### config.mk
export PLATFORM = sky130hd
export DESIGN_NAME = lrs_remap_status_regs
export DESIGN_NICKNAME = d
export VERILOG_FILES = /design/src/pkg/lrs_pkg.sv /design/src/rtl/lrs_sync2.sv /design/src/rtl/lrs_sat_counter.sv /design/src/rtl/lrs_remap_status_regs.sv
export VERILOG_INCLUDE_DIRS = /design/src /design/src/pkg
export SDC_FILE = /design/constraint.sdc
export NUM_CORES = 1
export LEC_CHECK = 0
export CAP_MARGIN = 15
export CORE_ASPECT_RATIO = 0.7
export CORE_MARGIN = 3
export CORE_UTILIZATION = 60
export DETAILED_ROUTE_END_ITERATION = 12
export DONT_BUFFER_PORTS = 1
export GPL_TIMING_DRIVEN = 1
export HOLD_SLACK_MARGIN = 0.06
export PLACE_DENSITY = 0.86
export SLEW_MARGIN = 40
export SYNTH_ARGS = -nofsm -noshare
export SYNTH_HDL_FRONTEND = slang
export SYNTH_SLANG_ARGS = --single-unit
export TNS_END_PERCENT = 100
### constraint.sdc
create_clock -name clk_sys -period 2.2 [get_ports clk_sys]
set_input_delay 0.22 -clock clk_sys [delete_from_list [all_inputs] [get_ports clk_sys]]
set_output_delay 0.22 -clock clk_sys [all_outputs]
set_load 0.02 [all_outputs]
### src/pkg/lrs_map.svh
/*
  register offsets, field positions and reset values of the remap and
  link status register group.
  assumes it is included by bare name from design files only.
*/
`ifndef LRS_MAP_SVH
`define LRS_MAP_SVH

// register offsets on the local register port
`define LRS_OFS_CFG 8'h04
`define LRS_OFS_BRIDGE 8'h06
`define LRS_OFS_PHYS0 8'h07
`define LRS_OFS_ALIAS0 8'h08
`define LRS_OFS_ERR_LO 8'h0a
`define LRS_OFS_ERR_HI 8'h0b
`define LRS_OFS_STATUS 8'h0c

// field positions
`define LRS_BIT_CLR_CNT 5
`define LRS_BIT_SELFTEST 3
`define LRS_BIT_PCLK 2
`define LRS_BIT_REMOTE 1
`define LRS_BIT_LINK 0
`define LRS_ADDR_MSB 7
`define LRS_ADDR_LSB 1

// reset values
`define LRS_RST_BYTE 8'h00
`define LRS_RST_ADDR7 7'h00
`define LRS_RST_COUNT 16'h0000

// back-channel error counter width
`define LRS_ERR_WIDTH 16

`endif

### src/pkg/lrs_pkg.sv
/*
  types shared by the remap and link status register group.
  assumes lrs_map.svh is compiled alongside; holds no logic.
*/
package lrs_pkg;

  // seven-bit i2c target address
  typedef logic [6:0] lrs_addr7_t;

  // asynchronous link status levels arriving on pins
  typedef struct packed {
    logic link_up;
    logic pclk_ok;
    logic rx_lock;
  } lrs_pins_s;

  // general status byte, msb first
  typedef struct packed {
    logic [3:0] rsvd;
    logic selftest_fail;
    logic pclk_ok;
    logic remote_fail;
    logic link_up;
  } lrs_status_s;

  // where a local transaction goes, one-hot
  typedef enum logic [2:0] {
    ROUTE_NONE = 3'b001,
    ROUTE_BRIDGE = 3'b010,
    ROUTE_ALIAS = 3'b100
  } lrs_route_e;

endpackage : lrs_pkg

### src/rtl/lrs_sync2.sv
/*
  two flip-flop level synchroniser, width set by parameter.
  assumes d comes from outside the clk_sys domain; reset is synchronous.
*/
`timescale 1ns/1ns
module lrs_sync2 #(
  parameter int WIDTH = 1
) (
  // clock and reset
  input wire logic clk_sys,
  input wire logic reset_n,
  // asynchronous levels in, synchronised levels out
  input wire logic [WIDTH-1:0] d,
  output logic [WIDTH-1:0] q
);

  // first stage, read only by the second stage
  logic [WIDTH-1:0] meta;

  // two stages; only q is visible to logic
  always_ff @(posedge clk_sys) begin
    if (!reset_n) begin
      meta <= '0;
      q <= '0;
    end else begin
      meta <= d;
      q <= meta;
    end
  end

endmodule : lrs_sync2

### src/rtl/lrs_sat_counter.sv
/*
  saturating event counter with a held clear.
  assumes inc is a one-cycle pulse on clk_sys; clear wins over inc.
*/
`timescale 1ns/1ns
module lrs_sat_counter #(
  parameter int WIDTH = 16
) (
  // clock and reset
  input wire logic clk_sys,
  input wire logic reset_n,
  // control
  input wire logic clear,
  input wire logic inc,
  // count value
  output logic [WIDTH-1:0] count
);

  // all ones marks saturation
  wire at_max = &count;
  // increment only below the top value
  wire [WIDTH-1:0] next_count = count + {{(WIDTH-1){1'b0}}, 1'b1};

  // clear is a level and holds the count at zero while set
  always_ff @(posedge clk_sys) begin
    if (!reset_n || clear) begin
      count <= '0;
    end else if (inc && !at_max) begin
      count <= next_count;
    end
  end

endmodule : lrs_sat_counter

### src/rtl/lrs_remap_status_regs.sv
/*
  remap and link status register group of the serializer: remote bridge
  target address (learned over the back channel), one alias/physical
  address pair for forwarding, back-channel error counter, general status.
  assumes an i2c slave front end issues one-cycle register strobes on
  clk_sys, and back-channel events arrive as clk_sys pulses; link status
  levels arrive asynchronously on pins.
*/
`timescale 1ns/1ns
`include "lrs_map.svh"

module lrs_remap_status_regs
  import lrs_pkg::*;
#(
  parameter int ERR_WIDTH = `LRS_ERR_WIDTH
) (
  // clock and reset
  input wire logic clk_sys,
  input wire logic reset_n,
  // local register port from the i2c slave front end
  input wire logic reg_wr_en,
  input wire logic reg_rd_en,
  input wire logic [7:0] reg_addr,
  input wire logic [7:0] reg_wdata,
  output logic [7:0] reg_rdata,
  output logic reg_rd_valid,
  // asynchronous link status pins
  input wire lrs_pins_s link_pins,
  // back-channel events and the software learn hold, clk_sys domain
  input wire logic bc_learn_valid,
  input wire lrs_addr7_t bc_learn_id,
  input wire logic bc_crc_err,
  input wire logic remote_crc_err,
  input wire logic selftest_active,
  input wire logic selftest_start,
  input wire logic hold_learned_address,
  // local transaction address translation
  input wire logic xlat_req_valid,
  input wire lrs_addr7_t xlat_req_addr,
  output logic xlat_fwd_valid,
  output lrs_addr7_t xlat_fwd_addr,
  output lrs_route_e xlat_route,
  // general status mirror
  output lrs_status_s status_flags
);

  // synchronised link levels
  lrs_pins_s pins_s;
  // remote bridge target address field
  lrs_addr7_t remote_bridge_addr_field;
  // physical address of the far target
  lrs_addr7_t far_target_physical_addr0;
  // alias that selects the far target
  lrs_addr7_t alias_addr0;
  // clear-counters control, not self-clearing
  // it is a stored level, so forgetting to write zero stops all counting
  logic clr_cnt;
  // sticky self-test flags
  logic selftest_backchannel_fail;
  logic remote_selftest_fail;
  // back-channel error count
  logic [ERR_WIDTH-1:0] err_count;

  // link pins cross into clk_sys before anything reads them
  lrs_sync2 #(
    .WIDTH(3)
  ) u_pin_sync (
    .clk_sys(clk_sys),
    .reset_n(reset_n),
    .d(link_pins),
    .q(pins_s)
  );

  // register write decode
  wire wr_cfg = reg_wr_en && (reg_addr == `LRS_OFS_CFG);
  wire wr_bridge = reg_wr_en && (reg_addr == `LRS_OFS_BRIDGE);
  wire wr_phys = reg_wr_en && (reg_addr == `LRS_OFS_PHYS0);
  wire wr_alias = reg_wr_en && (reg_addr == `LRS_OFS_ALIAS0);
  // address fields sit in bits 7:1 of the written byte
  wire [6:0] wr_addr7 = reg_wdata[`LRS_ADDR_MSB:`LRS_ADDR_LSB];

  // link loss is the synchronised link level being low
  // a short drop of the pin clears both self-test flags, since there is
  // no debounce beyond the two synchroniser stages
  wire link_lost = !pins_s.link_up;

  // learn after lock
  // learning is gated by lock and by the software hold; a hold that
  // software forgets to set lets the next learn overwrite its value
  wire learn_load = bc_learn_valid && pins_s.rx_lock
                    && !hold_learned_address;

  // bridge address: software write wins over a learn in the same cycle
  // because the write is what software expects to read back
  always_ff @(posedge clk_sys) begin
    if (!reset_n) begin
      remote_bridge_addr_field <= `LRS_RST_ADDR7;
    end else if (wr_bridge) begin
      remote_bridge_addr_field <= wr_addr7;
    end else if (learn_load) begin
      remote_bridge_addr_field <= bc_learn_id;
    end
  end

  // alias pair and clear-counters control, plain software writes
  always_ff @(posedge clk_sys) begin
    if (!reset_n) begin
      far_target_physical_addr0 <= `LRS_RST_ADDR7;
      alias_addr0 <= `LRS_RST_ADDR7;
      clr_cnt <= 1'b0;
    end else begin
      if (wr_phys) begin
        far_target_physical_addr0 <= wr_addr7;
      end
      if (wr_alias) begin
        alias_addr0 <= wr_addr7;
      end
      if (wr_cfg) begin
        clr_cnt <= reg_wdata[`LRS_BIT_CLR_CNT];
      end
    end
  end

  // count crc errors
  // clear is the stored control level, so the count stays at zero for
  // as long as software leaves the bit set
  // link loss leaves the count alone so errors around a drop stay visible
  lrs_sat_counter #(
    .WIDTH(ERR_WIDTH)
  ) u_err_count (
    .clk_sys(clk_sys),
    .reset_n(reset_n),
    .clear(clr_cnt),
    .inc(bc_crc_err),
    .count(err_count)
  );

  // self-test flag set and clear terms
  wire st_set = bc_crc_err && selftest_active;
  wire st_clr = link_lost || selftest_start || clr_cnt;
  wire rm_set = remote_crc_err && selftest_active;
  wire rm_clr = link_lost || clr_cnt;

  // clear on loss, restart
  // a set in the clearing cycle wins so no error goes unseen
  wire next_st = st_set ? 1'b1 : (st_clr ? 1'b0 : selftest_backchannel_fail);
  // remote flag, fewer clears
  // restart of self-test deliberately leaves this flag alone
  wire next_rm = rm_set ? 1'b1 : (rm_clr ? 1'b0 : remote_selftest_fail);

  // sticky flags
  // both flags share one stage so status reads see them move together
  always_ff @(posedge clk_sys) begin
    if (!reset_n) begin
      selftest_backchannel_fail <= 1'b0;
      remote_selftest_fail <= 1'b0;
    end else begin
      selftest_backchannel_fail <= next_st;
      remote_selftest_fail <= next_rm;
    end
  end

  // general status byte as software sees it
  lrs_status_s next_status;
  always_comb begin
    next_status = '0;
    next_status.selftest_fail = selftest_backchannel_fail;
    next_status.pclk_ok = pins_s.pclk_ok;
    next_status.remote_fail = remote_selftest_fail;
    next_status.link_up = pins_s.link_up;
  end

  // status mirror register
  // the mirror shows the same byte in the same cycle as a status read; it saves a register read
  // for logic that only wants to watch the link
  always_ff @(posedge clk_sys) begin
    if (!reset_n) begin
      status_flags <= '0;
    end else begin
      status_flags <= next_status;
    end
  end

  // a request that matches nothing is not forwarded; the front end must
  // answer it locally or let it go unacknowledged
  // alias compare
  wire alias_hit = (alias_addr0 != `LRS_RST_ADDR7)
                   && (xlat_req_addr == alias_addr0);
  wire bridge_hit = (remote_bridge_addr_field != `LRS_RST_ADDR7)
                    && (xlat_req_addr == remote_bridge_addr_field);

  // route choice; the alias is checked first so a remapped target wins
  // if software ever sets alias and bridge address equal
  wire lrs_route_e next_route = !xlat_req_valid ? ROUTE_NONE :
                                alias_hit ? ROUTE_ALIAS :
                                bridge_hit ? ROUTE_BRIDGE : ROUTE_NONE;

  // forwarded address for each route
  lrs_addr7_t next_fwd_addr;
  always_comb begin
    next_fwd_addr = `LRS_RST_ADDR7;
    case (next_route)
      ROUTE_ALIAS: begin
        next_fwd_addr = far_target_physical_addr0;
      end
      // bridge itself keeps its own address
      ROUTE_BRIDGE: begin
        next_fwd_addr = xlat_req_addr;
      end
      // nothing goes over the back channel
      ROUTE_NONE: begin
        next_fwd_addr = `LRS_RST_ADDR7;
      end
      default: begin
        next_fwd_addr = `LRS_RST_ADDR7;
      end
    endcase
  end

  // translation result, one cycle after the request
  // valid comes from the route so the two outputs can never disagree
  always_ff @(posedge clk_sys) begin
    if (!reset_n) begin
      xlat_fwd_valid <= 1'b0;
      xlat_fwd_addr <= `LRS_RST_ADDR7;
      xlat_route <= ROUTE_NONE;
    end else begin
      xlat_fwd_valid <= (next_route != ROUTE_NONE);
      xlat_fwd_addr <= next_fwd_addr;
      xlat_route <= next_route;
    end
  end

  // read selection; reserved bits and unmapped offsets read zero
  // the two error bytes are not latched as a pair: software reading low
  // then high may see a carry in between, so it should read twice
  logic [7:0] next_rdata;
  always_comb begin
    next_rdata = `LRS_RST_BYTE;
    case (reg_addr)
      `LRS_OFS_CFG: begin
        next_rdata[`LRS_BIT_CLR_CNT] = clr_cnt;
      end
      `LRS_OFS_BRIDGE: begin
        next_rdata = {remote_bridge_addr_field, 1'b0};
      end
      `LRS_OFS_PHYS0: begin
        next_rdata = {far_target_physical_addr0, 1'b0};
      end
      `LRS_OFS_ALIAS0: begin
        next_rdata = {alias_addr0, 1'b0};
      end
      `LRS_OFS_ERR_LO: begin
        next_rdata = err_count[7:0];
      end
      `LRS_OFS_ERR_HI: begin
        next_rdata = err_count[15:8];
      end
      // live status, the same byte as the mirror output next cycle
      `LRS_OFS_STATUS: begin
        next_rdata = next_status;
      end
      default: begin
        next_rdata = `LRS_RST_BYTE;
      end
    endcase
  end

  // read data stands until the next read strobe
  // reads have no side effects, so a repeated strobe is harmless
  always_ff @(posedge clk_sys) begin
    if (!reset_n) begin
      reg_rdata <= `LRS_RST_BYTE;
      reg_rd_valid <= 1'b0;
    end else begin
      reg_rd_valid <= reg_rd_en;
      if (reg_rd_en) begin
        reg_rdata <= next_rdata;
      end
    end
  end

endmodule : lrs_remap_status_regs

==> qor.csv <==
metric,value,unit
Horiz. Die Dim,98.2,um
core area,5480,sq um
Clock Pin Slew Worst Setup and Hold Paths,0.07,ns
I/O Pins,72,
Die ar.,6920,sq um
main combinational cell family by area after synthesis,simple AND/OR/NAND/NOR gates,
setup violators final,0,
"Max stage delay cell, worst path",nor4_1,
Post-Syn Area,3570,sq um
RSZ-0062 raised after global routing,no,
Synth Register Bits,70,
initial antenna violation count,0,
Worst slew margin,0.403,
kind of critical path,reg2reg,
final count of hold timing violations,0,
Setup Skew,0.00949,ns
Num CTS Buffers,9,
remaining antenna violation count,0,
IO buf count,0,
TritonCTS Sinks,70,
GRT Overall Usage,0.313,
Place WS,0.365,ns
Syn. warnings,0,
initial core utilization,0.651,
period utilization,0.906,
largest net degree at the start of global routing,33,
PD cells,649,nW/um^2
routed len/inst,22.0,um
CTS max path bufs,2,
post-route DRC violation count,0,
static leakage,1.70,nW
"most common cell after layout, fill and taps aside",dfxtp_1,
Critical Path AT,2.25,ns
Post-CTS Resized,0,
DR iter-0 viols,378,
crit start category,flop,
Post-Synth XOR/XNOR Area,0.0344,
multiplexer area fraction after synthesis,0.117,
Post-Synth Adder-Cell Area,0.00351,
"Top FF cell, synth",dfxtp_1,
Worst Hold Class,in2reg,
first-pass GRT wire length,16.8,mm
Max Fclk,0.502,GHz
Post CTS Setup Buffer Count,0,
"Remaining Overflow, GRT",0,
clk root buf,clkbuf_8,
max_cap viols,0,
asr flop ratio synth,0,
final worst path period need,1.99,ns
H-tree lvl count,3,
Critical Path Stages,4,
"Largest delay share family, worst path",simple AND/OR/NAND/NOR gates,
FP Rows,22,
worst vdd ir,579,uV
Cells on Worst Hold Path,2,
Pins Over Slew Limit,0,
cell depth of the worst flop-to-flop path,4,
drt total wl,10.7,mm
"Data required, critical path",2.46,ns
CP max stage delay,0.68,ns
worst-margin pin slew,0.889,ns
Final Core Density,0.757,
critical-path cell list,"nand4_4, nor4_1, o311ai_0, o41ai_1",
Synth Area in Compound Gates,0.154,
number of diodes,0,
worst-path fanout max,10,
simple-gate share of the synthesized area,0.253,
outcome,completed,
GPL Wtd Cong,0.981,
layout cells sized above 1,0.114,
vias in the first global route,3156,
Pwr Total,0.00269,W
TNS Setup,0,ns
Post-synth EDFFs,0,
worst setup margin,0.207,ns
DR pass1 iterations,5,
Vias,3270,
Netlist cell types,63,
vias per inst,6.74,
dpl hpwl,6.52,mm
most frequent cells in the layout,"dfxtp_1, mux2i_1, nand2_1, dlygate4sd3_1, nor2b_1",
Buf/Inv on CP,0,
Layout area overhead,16.2,%
sequential element share of the synthesized area,0.393,
# nets final,453,
cells after synthesis,380,
"Clk Latency, worst-skew pair",0.36,ns
die height,70.5,um
mean instance size in the synthesized netlist,9.39,sq um
endpoint type of the worst setup path,flop,
CTS Hold Buffers Added,35,
TritonCTS clock tree,done,
## cell families (layout without fill, tap and decap cells)
logic type | count (synthesis) | count (layout)
buffers and inverters | 32 | 62
flip-flops | 70 | 70
XOR/XNOR | 14 | 14
multiplexers | 41 | 41
other | 1 | 4
AO/OA/AOI/OAI | 75 | 75
adder cells (fa/ha/maj) | 1 | 1
AND/OR/NAND/NOR | 146 | 146
## metrics by stage
| stage | area [sq um] | std cells | hold WS, ns |
|---|---|---|---|
| floorplan | 3580 | 383 | 0.347 |
| global placement | 3570 | 434 | 0.316 |
| detailed placement | 3570 | 434 | 0.316 |
| CTS | 4150 | 485 | 0.0802 |
| global route | 4150 | 485 | 0.0870 |
| finish | 4150 | 485 | 0.0887 |
## registers in the layout, summed over array words and instances, names as in the netlist, 3 cells and up
register,cells
reg_rdata,8
remote_bridge_addr_field,7
u_err_count.count,16
xlat_route,3
status_flags,4
xlat_fwd_addr,7
u_pin_sync.meta,3
alias_addr0,7
far_target_physical_addr0,7
u_pin_sync.q,3
## final cells by class
cell class                      instances  area (sq um)
Timing Repair Buffer                   39           375
Tap cell                               72          90.1
Clock buffer                           11           151
Fill cell                             370          1330
Multi-Input combinational cell        281          2020
Sequential cell                        70          1400
Clock inverter                          5          81.3
Inverter                                7          26.3
## final timing paths
| check | from | endpoint | slack (ns) |
|---|---|---|---|
| worst max-delay path | u_err_count.count[6] | u_err_count.count[9] | 0.21 |
| worst max register to register | u_err_count.count[6] | u_err_count.count[9] | 0.21 |
| worst min-delay path | reg_rd_en | reg_rdata[2] | 0.09 |
| worst min register to register | u_pin_sync.meta[1] | u_pin_sync.q[1] | 0.45 |
## layer usage
metal	GRT usage	wire length, um
met1	0.393	4210
met2	0.462	4580
met3	0.166	1520
met4	0.106	384
met5	0	0
## cells in the mapped netlist (all sizes together), types with 7 or more instances
library cell / instances / area (sq um)
o21ai: 16 / 80.1
o211a: 7 / 70.1
mux2i: 35 / 350
inv: 7 / 26.3
buf: 13 / 86.3
nor2: 7 / 28.8
clkbuf: 12 / 45.0
nand4: 14 / 130
a21oi: 13 / 65.1
a22oi: 7 / 52.6
nand3: 11 / 55.1
nand2: 35 / 134
nor2b: 23 / 144
xor2: 14 / 123
and2: 13 / 81.3
nor4: 8 / 62.6
dfxtp: 70 / 1400
## worst register-to-register path, stage by stage, from the launching register on
cell and delay, ns:
dfxtp_1 0.55, nand4_4 0.24, nor4_1 0.69, o311ai_0 0.30
o41ai_1 0.12
## where the power goes
| group | internal, W | switching (W) | total [W] | leakage, nW |
|---|---|---|---|---|
| Combinational | 0.0000856 | 0.0000887 | 0.000174 | 1.02 |
| Sequential | 0.00129 | 0.0000289 | 0.00132 | 0.568 |
| Clock | 0.000700 | 0.000501 | 0.00120 | 0.116 |
| Total | 0.00207 | 0.000619 | 0.00269 | 1.70 |
Power figures use the tool's default switching activity.
